--- src/rtl/csu_pkg.sv ---
// Purpose: Constants, types and register map for the chip-select unit.
// Assumes: AXI4-Lite register access, 32-bit words, 20-bit bus addresses.
// Notes:   All selects and strobes are active low at the pins.
// Summary of operation
// [RULE1] Eight peripheral selects, I/O or memory space
// [RULE2] Peripheral block base programmable, regions relative
// [RULE3] Peripheral selects float during reset and hold
// [RULE4] Peripheral late timing; upper/lower early timing
// [RULE5] Upper select asserts inside upper block
// [RULE6] Upper base and size programmable, 512K max
// [RULE7] Upper select floats during reset and hold
// [RULE8] Upper width chosen by strap at reset
// [RULE9] Reset window F0000h-FFFFFh covers FFFF0h
// [RULE10] DRAM mode drives two column strobes
// [RULE11] Column strobes qualify low/high byte writes
// [RULE12] Upper DRAM row strobe on midrange 3
// [RULE13] Lower DRAM row strobe on lower pin
// [RULE14] Lower select asserts inside lower block
// [RULE15] Midrange selects assert in own regions
// [RULE16] Active low, one select, held whole access
`default_nettype none
package csu_pkg;
    localparam int ADDR_W = 20;
    // Register byte offsets
    localparam logic [7:0] OFS_PERIPH = 8'h00;
    localparam logic [7:0] OFS_UPPER  = 8'h04;
    localparam logic [7:0] OFS_LOWER  = 8'h08;
    localparam logic [7:0] OFS_MID    = 8'h0C;
    localparam logic [7:0] OFS_STATUS = 8'h10;
    // Reset values and the largest block size
    localparam logic [19:0] UPPER_BASE_RST = 20'hF0000;
    localparam logic [19:0] UPPER_SIZE_RST = 20'h10000;
    localparam logic [19:0] MAX_BLOCK      = 20'h80000;
    localparam logic [19:0] LOWER_SIZE_RST = 20'h00000;
    // Each peripheral region is 256 bytes: shift of region index
    localparam int PERIPH_SHIFT = 8;
    localparam int MID_SHIFT    = 2;
    // Bus cycle phases
    typedef enum logic [2:0] {
        CSU_IDLE  = 3'b001,
        CSU_EARLY = 3'b010,
        CSU_LATE  = 3'b100
    } csu_phase_e;
    // Processor bus access request
    typedef struct packed {
        logic        valid;
        logic        is_io;
        logic [19:0] addr;
        logic        wr_lo;
        logic        wr_hi;
    } csu_access_s;
    // Pin group: select value and output enable per pin
    typedef struct packed {
        logic [7:0] periph_n;
        logic       upper_n;
        logic       lower_n;
        logic [3:0] mid_n;
        logic [1:0] col_n;
    } csu_pins_s;
endpackage
`default_nettype wire

--- src/rtl/csu_chip_select.sv ---
// Purpose: Address decoder driving memory, peripheral and DRAM strobes.
// Assumes: Access fields stay stable while access.valid is high.
// Notes:   Early phase is address time, late phase follows one cycle after.
//
// Chosen here: the register offsets and the AXI4-Lite interface to the registers.
`default_nettype none
module csu_chip_select (
    // Clock and reset
    input  wire logic               aclk,
    input  wire logic               aresetn,
    // Processor bus access
    input  wire csu_pkg::csu_access_s acc,
    input  wire logic               bus_hold,
    input  wire logic               upper_width_strap,
    // Pins: values and output enables
    output csu_pkg::csu_pins_s      pin_o,
    output csu_pkg::csu_pins_s      pin_oe,
    // AXI4-Lite write address
    input  wire logic [7:0]         s_awaddr,
    input  wire logic               s_awvalid,
    output logic                    s_awready,
    // AXI4-Lite write data
    input  wire logic [31:0]        s_wdata,
    input  wire logic [3:0]         s_wstrb,
    input  wire logic               s_wvalid,
    output logic                    s_wready,
    // AXI4-Lite write response
    output logic [1:0]              s_bresp,
    output logic                    s_bvalid,
    input  wire logic               s_bready,
    // AXI4-Lite read
    input  wire logic [7:0]         s_araddr,
    input  wire logic               s_arvalid,
    output logic                    s_arready,
    output logic [31:0]             s_rdata,
    output logic [1:0]              s_rresp,
    output logic                    s_rvalid,
    input  wire logic               s_rready
);
    // Configuration registers
    logic [19:0] periph_base_r;
    logic        periph_io_r;
    logic [19:0] upper_base_r;
    logic [19:0] upper_size_r;
    logic        upper_dram_r;
    logic [19:0] lower_size_r;
    logic        lower_dram_r;
    logic [19:0] mid_base_r;
    logic [19:0] mid_size_r;
    logic        upper_x8_r;
    logic        strap_taken_r;
    logic [7:0]  aw_addr_r;
    logic        aw_have_r;
    logic [31:0] w_data_r;
    logic [3:0]  w_strb_r;
    logic        w_have_r;
    logic        wr_go;
    logic        wr_hit;
    logic [31:0] wr_val;
    csu_pkg::csu_phase_e phase_r;
    csu_pkg::csu_pins_s  pins_r;

    // Write channel capture, either order
    assign s_awready = !aw_have_r && !s_bvalid;
    assign s_wready  = !w_have_r && !s_bvalid;
    always_ff @(posedge aclk) begin
        if (!aresetn) begin
            aw_have_r <= 1'b0;
            w_have_r  <= 1'b0;
            aw_addr_r <= 8'h00;
            w_data_r  <= 32'h00000000;
            w_strb_r  <= 4'h0;
            s_bvalid  <= 1'b0;
            s_bresp   <= 2'h0;
        end else begin
            if (s_awvalid && s_awready) begin
                aw_have_r <= 1'b1;
                aw_addr_r <= s_awaddr;
            end
            if (s_wvalid && s_wready) begin
                w_have_r <= 1'b1;
                w_data_r <= s_wdata;
                w_strb_r <= s_wstrb;
            end
            if (aw_have_r && w_have_r) begin
                aw_have_r <= 1'b0;
                w_have_r  <= 1'b0;
                s_bvalid  <= 1'b1;
                s_bresp   <= wr_hit ? 2'h0 : 2'h2;
            end else if (s_bvalid && s_bready) begin
                s_bvalid <= 1'b0;
            end
        end
    end

    // Decode of the pending write
    assign wr_go  = aw_have_r && w_have_r;
    assign wr_hit = aw_addr_r == csu_pkg::OFS_PERIPH
                 || aw_addr_r == csu_pkg::OFS_UPPER
                 || aw_addr_r == csu_pkg::OFS_LOWER
                 || aw_addr_r == csu_pkg::OFS_MID
                 || aw_addr_r == csu_pkg::OFS_STATUS;
    // Byte lanes masked, unstrobed lanes write as zero; written word applies whole only on full strobes
    assign wr_val = w_data_r & {{8{w_strb_r[3]}}, {8{w_strb_r[2]}},
                                {8{w_strb_r[1]}}, {8{w_strb_r[0]}}};

    // Peripheral block base and space
    always_ff @(posedge aclk) begin
        if (!aresetn) begin
            periph_base_r <= 20'h00000;
            periph_io_r   <= 1'b1;
        end else if (wr_go && aw_addr_r == csu_pkg::OFS_PERIPH) begin
            periph_base_r <= {wr_val[19:11], 11'h000}; // [RULE2]
            periph_io_r   <= wr_val[31];               // [RULE1]
        end
    end

    // Upper block: base in 64K units, size code, DRAM flag
    always_ff @(posedge aclk) begin
        if (!aresetn) begin
            upper_base_r <= csu_pkg::UPPER_BASE_RST; // [RULE9]
            upper_size_r <= csu_pkg::UPPER_SIZE_RST; // [RULE9]
            upper_dram_r <= 1'b0;
        end else if (wr_go && aw_addr_r == csu_pkg::OFS_UPPER) begin
            upper_base_r <= {wr_val[19:16], 16'h0000}; // [RULE6]
            // Size clipped to the largest block allowed
            upper_size_r <= (wr_val[27:20] > 8'h08) ? csu_pkg::MAX_BLOCK
                          : {wr_val[23:20], 16'h0000}; // [RULE6]
            upper_dram_r <= wr_val[31];
        end
    end

    // Lower block from address zero upward
    always_ff @(posedge aclk) begin
        if (!aresetn) begin
            lower_size_r <= csu_pkg::LOWER_SIZE_RST;
            lower_dram_r <= 1'b0;
        end else if (wr_go && aw_addr_r == csu_pkg::OFS_LOWER) begin
            lower_size_r <= (wr_val[27:20] > 8'h08) ? csu_pkg::MAX_BLOCK
                          : {wr_val[23:20], 16'h0000}; // [RULE14]
            lower_dram_r <= wr_val[31];
        end
    end

    // Midrange block base and size
    always_ff @(posedge aclk) begin
        if (!aresetn) begin
            mid_base_r <= 20'h00000;
            mid_size_r <= 20'h00000;
        end else if (wr_go && aw_addr_r == csu_pkg::OFS_MID) begin
            mid_base_r <= {wr_val[19:13], 13'h0000};         // [RULE15]
            mid_size_r <= {wr_val[27:20], 12'h000} & 20'hFF000;
        end
    end

    // Strap caught in the first cycle after reset release
    always_ff @(posedge aclk) begin
        if (!aresetn) begin
            strap_taken_r <= 1'b0;
            upper_x8_r    <= 1'b0;
        end else if (!strap_taken_r) begin
            strap_taken_r <= 1'b1;
            upper_x8_r    <= upper_width_strap; // [RULE8]
        end
    end

    // Register read path, one cycle latency
    assign s_arready = !s_rvalid;
    always_ff @(posedge aclk) begin
        if (!aresetn) begin
            s_rvalid <= 1'b0;
            s_rdata  <= 32'h00000000;
            s_rresp  <= 2'h0;
        end else if (s_arvalid && s_arready) begin
            s_rvalid <= 1'b1;
            s_rresp  <= 2'h0;
            case (s_araddr)
                csu_pkg::OFS_PERIPH: s_rdata <= {periph_io_r, 11'h000,
                                                 periph_base_r};
                csu_pkg::OFS_UPPER:  s_rdata <= {upper_dram_r, 7'h00,
                                                 upper_size_r[19:16],
                                                 upper_base_r};
                csu_pkg::OFS_LOWER:  s_rdata <= {lower_dram_r, 7'h00,
                                                 lower_size_r[19:16],
                                                 20'h00000};
                csu_pkg::OFS_MID:    s_rdata <= {4'h0, mid_size_r[19:12],
                                                 mid_base_r};
                csu_pkg::OFS_STATUS: s_rdata <= {28'h0000000, phase_r[2],
                                                 bus_hold, strap_taken_r,
                                                 upper_x8_r};
                default: begin
                    s_rdata <= 32'h00000000;
                    s_rresp <= 2'h2;
                end
            endcase
        end else if (s_rvalid && s_rready) begin
            s_rvalid <= 1'b0;
        end
    end

    // Address decode of the current access
    logic        hit_upper;
    logic        hit_lower;
    logic        hit_mid;
    logic        hit_periph;
    logic [19:0] mid_off;
    logic [19:0] per_off;
    logic [2:0]  per_idx;
    logic [1:0]  mid_idx;
    assign mid_off    = acc.addr - mid_base_r;
    assign per_off    = acc.addr - periph_base_r;
    assign per_idx    = per_off[csu_pkg::PERIPH_SHIFT +: 3];
    assign mid_idx    = mid_off[19:18] & 2'h3;
    // Priority makes decode exclusive when regions overlap
    assign hit_upper  = !acc.is_io && acc.addr >= upper_base_r
                     && ({1'b0, acc.addr} < ({1'b0, upper_base_r}
                                           + {1'b0, upper_size_r})); // [RULE5]
    assign hit_lower  = !acc.is_io && !hit_upper
                     && acc.addr < lower_size_r; // [RULE14]
    assign hit_mid    = !acc.is_io && !hit_upper && !hit_lower
                     && acc.addr >= mid_base_r && mid_off < mid_size_r;
    assign hit_periph = (acc.is_io == periph_io_r) && !hit_upper
                     && !hit_lower && !hit_mid
                     && per_off < 20'h00800; // [RULE1]

    // Access phase: early at address time, late one cycle on
    always_ff @(posedge aclk) begin
        if (!aresetn) begin
            phase_r <= csu_pkg::CSU_IDLE;
        end else begin
            case (phase_r)
                csu_pkg::CSU_IDLE:  phase_r <= acc.valid ? csu_pkg::CSU_EARLY
                                                         : csu_pkg::CSU_IDLE;
                csu_pkg::CSU_EARLY: phase_r <= acc.valid ? csu_pkg::CSU_LATE
                                                         : csu_pkg::CSU_IDLE;
                csu_pkg::CSU_LATE:  phase_r <= acc.valid ? csu_pkg::CSU_LATE
                                                         : csu_pkg::CSU_IDLE;
                default:            phase_r <= csu_pkg::CSU_IDLE;
            endcase
        end
    end

    // Pin values, registered; all inactive high
    logic act;
    logic late;
    assign act  = acc.valid && !bus_hold;
    assign late = act && phase_r != csu_pkg::CSU_IDLE; // [RULE4]
    always_ff @(posedge aclk) begin
        if (!aresetn) begin
            pins_r <= '1;
        end else begin
            pins_r <= '1;
            // Early timing: asserts one cycle after acc.valid rises, in the early phase; mid_n[0] below uses late timing
            pins_r.upper_n <= !(act && hit_upper);            // [RULE4]
            pins_r.lower_n <= !(act && hit_lower);            // [RULE13]
            pins_r.mid_n[3] <= !(act && ((hit_mid && mid_idx == 2'h3)
                                || (hit_upper && upper_dram_r))); // [RULE12]
            pins_r.mid_n[0] <= !(late && hit_mid && mid_idx == 2'h0);
            // Pins shared with column strobes in DRAM mode
            if (upper_dram_r || lower_dram_r) begin
                pins_r.col_n[0] <= !(late && (hit_upper || hit_lower)
                                     && (acc.wr_lo || !acc.wr_hi)); // [RULE11]
                pins_r.col_n[1] <= !(late && (hit_upper || hit_lower)
                                     && (acc.wr_hi || !acc.wr_lo)); // [RULE10]
            end else begin
                pins_r.mid_n[1] <= !(late && hit_mid && mid_idx == 2'h1);
                pins_r.mid_n[2] <= !(late && hit_mid && mid_idx == 2'h2);
            end
            pins_r.periph_n <= ~({7'h00, late && hit_periph}
                                 << per_idx);                 // [RULE1]
        end
    end

    // Drive enables: released under reset and bus hold
    always_comb begin
        pin_oe = '1;
        pin_o  = pins_r;
        if (!aresetn || bus_hold) begin
            pin_oe.periph_n = 8'h00;  // [RULE3]
            pin_oe.upper_n  = 1'b0;   // [RULE7]
            pin_oe.lower_n  = 1'b0;
            pin_oe.mid_n    = 4'h0;
            pin_oe.col_n    = 2'h0;
        end
        if (!(upper_dram_r || lower_dram_r)) begin
            pin_oe.col_n = 2'h0;
        end
    end
endmodule
`default_nettype wire

--- config.mk ---
export PLATFORM = sky130hd
export DESIGN_NAME = csu_chip_select
export DESIGN_NICKNAME = d
export VERILOG_FILES = /design/src/rtl/csu_pkg.sv /design/src/rtl/csu_chip_select.sv
export SDC_FILE = /design/constraint.sdc
export NUM_CORES = 1
export LEC_CHECK = 0
export BUFFER_PORTS_ARGS = -buffer_cell sky130_fd_sc_hd__buf_2
export CORE_MARGIN = 2
export CORE_UTILIZATION = 54
export CTS_CLUSTER_DIAMETER = 80
export DETAILED_ROUTE_END_ITERATION = 7
export GPL_ROUTABILITY_DRIVEN = 0
export PLACE_DENSITY = 0.81
export SYNTH_ARGS = -nofsm -noshare
export SYNTH_HDL_FRONTEND = slang
export SYNTH_SLANG_ARGS = --single-unit
--- constraint.sdc ---
create_clock -name aclk -period 3.7 [get_ports aclk]
set_input_delay 0.37 -clock aclk [delete_from_list [all_inputs] [get_ports aclk]]
set_output_delay 0.37 -clock aclk [all_outputs]
set_load 0.02 [all_outputs]
==> flow_summary.yaml <==
pwr:
  p_leak_uw: 0.00309
  total_internal_power_uw: 2670
  p_sw_share_pct: 23.4
  net-switching-power_uw: 815
  cellPowerDensity_nw_per_um2: 460
  ir_drop_mv: 0.413
  share_comb_of_total_power_pct: 9.7
  share_clk_of_total_power_pct: 52.4
  power.share.sequential_pct: 37.9
floorplan:
  area_inside_the_core_boundary_um2: 11500
  die_area_um2: 12700
  start_util_pct: 55.6
  chipWidth_um: 113
  boundaryPins: 158
  floorplan.die.height_um: 113
  std_cell_rows: 39
finish:
  filler_cell_count: 956
  area_growth_syn_to_layout_pct: 18.9
  final_layout_size_suffix_gt1_share_pct: 24.4
  insertedDiodeCount: 0
  commonest_non_fill_non_tap_cells_in_the_layout: "138 x sky130_fd_sc_hd__nand2_1, 130 x sky130_fd_sc_hd__buf_2, 116 x sky130_fd_sc_hd__dfxtp_1"
  most_frequent_standard_cell_in_the_layout_excluding_fill_and_tap_cells: "sky130_fd_sc_hd__nand2_1"
  postLayoutCoreUtil_pct: 66.0
  final_net_count: 975
yosys:
  ys_seq_area_share_pct: 36.8
  postSynthAreaPerCell_um2: 8.48
  ys.warnings.count: 0
  netlist.area_leader.share_pct: 36.8
  synth_area_leader_cell: "sky130_fd_sc_hd__dfxtp_1"
  synth_enable_flop_cells: 0
  ys_dominant_reg_cell: "sky130_fd_sc_hd__dfxtp_1"
  synth_async_sr_flop_share_pct: 0
  netlist_area_um2: 6370
  synth.distinct_cells: 74
  yosys_reg_bits: 117
  ys_top_cells_by_area: "sky130_fd_sc_hd__dfxtp_1 37%, sky130_fd_sc_hd__nand2_1 8.1%, sky130_fd_sc_hd__ha_1 7.1%"
  syn_inst: 751
detailed_routing:
  avgRoutedWirePerCell_um: 15.2
  drc: 0
  vias_per_cell: 5.45
  detailedRoute.firstPassIterationCount: 5
  detail-route-antenna-nets: 0
  drt-total-wl_mm: 15.3
  vias: 5484
  drt_iter0_drc: 361
run:
  max_cap_violations: 0
grt:
  grt_overflow_total: 0
  first_global_vias: 5089
  antenna_found_initial: 0
  largest_net_degree_at_the_start_of_global_routing: 100
  wire_length_of_the_first_global_routing_pass_mm: 25.0
  grt.total_usage_pct: 24.8
hold_path:
  hold_depth: 2
  worst_min_delay_path_endpoint: "pin_o[0]$_SDFF_PN1_"
  worstHoldPathType: "in -> reg"
  worstHoldStart: "acc[1]"
sta:
  hold_ws_ns: 0.150
  min_period_over_period_pct: 94.4
  setup_viol_count_final: 0
  layout_setup_ws_ns: 0.206
  rsz0062_at_grt: "no"
  period_needed_ns: 3.49
  tightestPinTransition_ns: 0.937
  clock_skew_ns: 0.00932
  max_freq_mhz: 286
  timing.final.max_slew_violations: 0
  finalHoldViolCount: 0
  maxSlewHeadroom_pct: 37.4
clock_network:
  tritoncts_clock_tree: "yes"
  clock_tree.buffer_depth: 2
  cts.root.buffer_cell: "sky130_fd_sc_hd__clkbuf_16"
  cts_made_buffers: 17
  clock_sinks: 117
  cts.repair_timing.setup_buffer_count: 0
  worst_skew_pair.late_latency_ns: 0.41
  cts.clk_slew.worst_paths_ns: 0.06
  cts_htree_levels: 4
critical_path:
  timing.critical_path.to_type: "register"
  critPathMaxFanout: 8
  r2r_cells: 16
  worst-endpoint-required_ns: 3.98
  crit_arrival_ns: 3.78
  setup.reg_to_reg.worst_slack_ns: 0.21
  worstSetupPathType: "reg -> reg"
  start_kind: "register"
  r2r-end: "pin_o[11]$_SDFF_PN1_"
  worstReg2RegStart: "mid_base_r[13]$_SDFFE_PN0P_"
placement:
  hpwlAfterDp_mm: 11.2
  port-buffer-count: 130
  pre_cts_ws_ns: -0.0305
outcome:
  result_of_the_run: "finished, final reports clean"
worst max-delay path by stage:
stage | start | to | slack (ns)
global route | mid_base_r[13]$_SDFFE_PN0P_ | pin_o[11]$_SDFF_PN1_ | 0.04
detailed placement | acc[15] | pin_o[11]$_SDFF_PN1_ | -0.03
finish | mid_base_r[13]$_SDFFE_PN0P_ | pin_o[11]$_SDFF_PN1_ | 0.21
CTS | mid_base_r[13]$_SDFFE_PN0P_ | pin_o[11]$_SDFF_PN1_ | 0.15
floorplan | acc[15] | pin_o[14]$_SDFF_PN1_ | 0.37
global placement | acc[15] | pin_o[12]$_SDFF_PN1_ | 0.05
repair_timing:
| action | in CTS | in global routing |
|---|---|---|
| resized for setup | 0 | 5 |
| setup endpoints to repair | 0 | 10 |
| hold buffers | 0 | 0 |
critical path, cell delays in order (launching register included):
cell	delay (ns)
sky130_fd_sc_hd__dfxtp_2	0.34
sky130_fd_sc_hd__ha_2	0.17
sky130_fd_sc_hd__inv_1	0.05
sky130_fd_sc_hd__fa_2	0.35
sky130_fd_sc_hd__a21o_1	0.18
sky130_fd_sc_hd__a21oi_2	0.16
sky130_fd_sc_hd__o21bai_1	0.09
sky130_fd_sc_hd__a21oi_1	0.18
sky130_fd_sc_hd__xor2_1	0.26
sky130_fd_sc_hd__inv_1	0.11
sky130_fd_sc_hd__ha_1	0.31
sky130_fd_sc_hd__nand2_1	0.07
sky130_fd_sc_hd__o211ai_1	0.20
sky130_fd_sc_hd__a21oi_2	0.08
sky130_fd_sc_hd__o211ai_4	0.12
sky130_fd_sc_hd__nand4_4	0.14
sky130_fd_sc_hd__or4_1	0.54
cells by family after synthesis:
family / synth area share, %
xor+xnor: 1.37
simple gates: 24.3
buf+inv: 8.48
compound gates: 18.9
other cells: 0.0589
mux: 2.14
flops: 36.8
fa+ha+maj: 8.01
metal layers:
layer	part of all wire (%)	global-route usage (%)
met5	0	0
met3	7.5	7.07
met1	44	31.6
met2	47	40.8
met4	2.0	7.72
stage by stage:
stage | instances | setup TNS [ns] | power, uW | area [um^2]
after CTS | 1007 | 0 | 3500 | 7560
after global routing | 1007 | 0 | 3610 | 7570
final | 1007 | 0 | 3490 | 7570
after floorplan | 762 | 0 | 1600 | 6410
after detailed placement | 975 | -0.0499 | 1680 | 6890
after global placement | 975 | 0 | 1670 | 6890
flip-flops by register name, summed over array words and instances, names as in the netlist, 7 cells and up:
| signal | flops |
|---|---|
| w_data_r | 18 |
| pin_o | 16 |
| s_rdata | 22 |
| mid_base_r | 7 |
| aw_addr_r | 8 |
| mid_size_r | 8 |
| periph_base_r | 9 |
cell usage after synthesis, types with 2 or more instances:
master	number
sky130_fd_sc_hd__mux2i_1	8
sky130_fd_sc_hd__inv_1	47
sky130_fd_sc_hd__nor3_1	12
sky130_fd_sc_hd__dfxtp_1	117
sky130_fd_sc_hd__nand3_1	14
sky130_fd_sc_hd__nor4_1	3
sky130_fd_sc_hd__buf_4	27
sky130_fd_sc_hd__nand4_1	8
sky130_fd_sc_hd__nand3b_1	2
sky130_fd_sc_hd__a21o_1	4
sky130_fd_sc_hd__and2_1	19
sky130_fd_sc_hd__nor4_4	2
sky130_fd_sc_hd__or2_2	2
sky130_fd_sc_hd__buf_6	3
sky130_fd_sc_hd__or4_1	10
sky130_fd_sc_hd__nor3_2	2
sky130_fd_sc_hd__o211ai_1	7
sky130_fd_sc_hd__nor2b_1	26
sky130_fd_sc_hd__o21a_1	3
sky130_fd_sc_hd__a21boi_1	7
sky130_fd_sc_hd__mux2_2	4
sky130_fd_sc_hd__nand2b_1	7
sky130_fd_sc_hd__nor2_1	24
sky130_fd_sc_hd__a211oi_1	3
sky130_fd_sc_hd__buf_2	6
sky130_fd_sc_hd__clkbuf_1	26
sky130_fd_sc_hd__ha_1	36
sky130_fd_sc_hd__xnor2_1	6
sky130_fd_sc_hd__nand2_2	2
sky130_fd_sc_hd__fa_1	3
sky130_fd_sc_hd__o21ai_1	12
sky130_fd_sc_hd__nand2_1	138
sky130_fd_sc_hd__nor3b_1	2
sky130_fd_sc_hd__a21oi_1	24
sky130_fd_sc_hd__o21bai_1	2
sky130_fd_sc_hd__xor2_1	4
sky130_fd_sc_hd__and3_1	2
sky130_fd_sc_hd__a21boi_0	39
sky130_fd_sc_hd__a21boi_2	9
sky130_fd_sc_hd__or3_1	2
sky130_fd_sc_hd__a22oi_1	15
sky130_fd_sc_hd__nand3_2	10
sky130_fd_sc_hd__o21ai_0	20
sky130_fd_sc_hd__o22ai_1	2
layout make-up:
cell class,instances,area [um^2],share of cell area (%)
Timing Repair Buffer,132,666,8.79
Inverter,47,176,2.33
Multi-Input combinational cell,536,3540,46.8
Tap cell,143,179,2.36
Clock inverter,12,199,2.63
Clock buffer,20,467,6.16
Sequential cell,117,2340,30.9
power by group through the flow:
stage / combinational (uW) / clock (uW) / sequential [uW]
floorplan: 257 / 0 / 1340
global placement: 325 / 0 / 1350
detailed placement: 331 / 0 / 1350
CTS: 335 / 1840 / 1320
global route: 378 / 1910 / 1330
finish: 338 / 1830 / 1320
(Power assumes the default switching activity.)
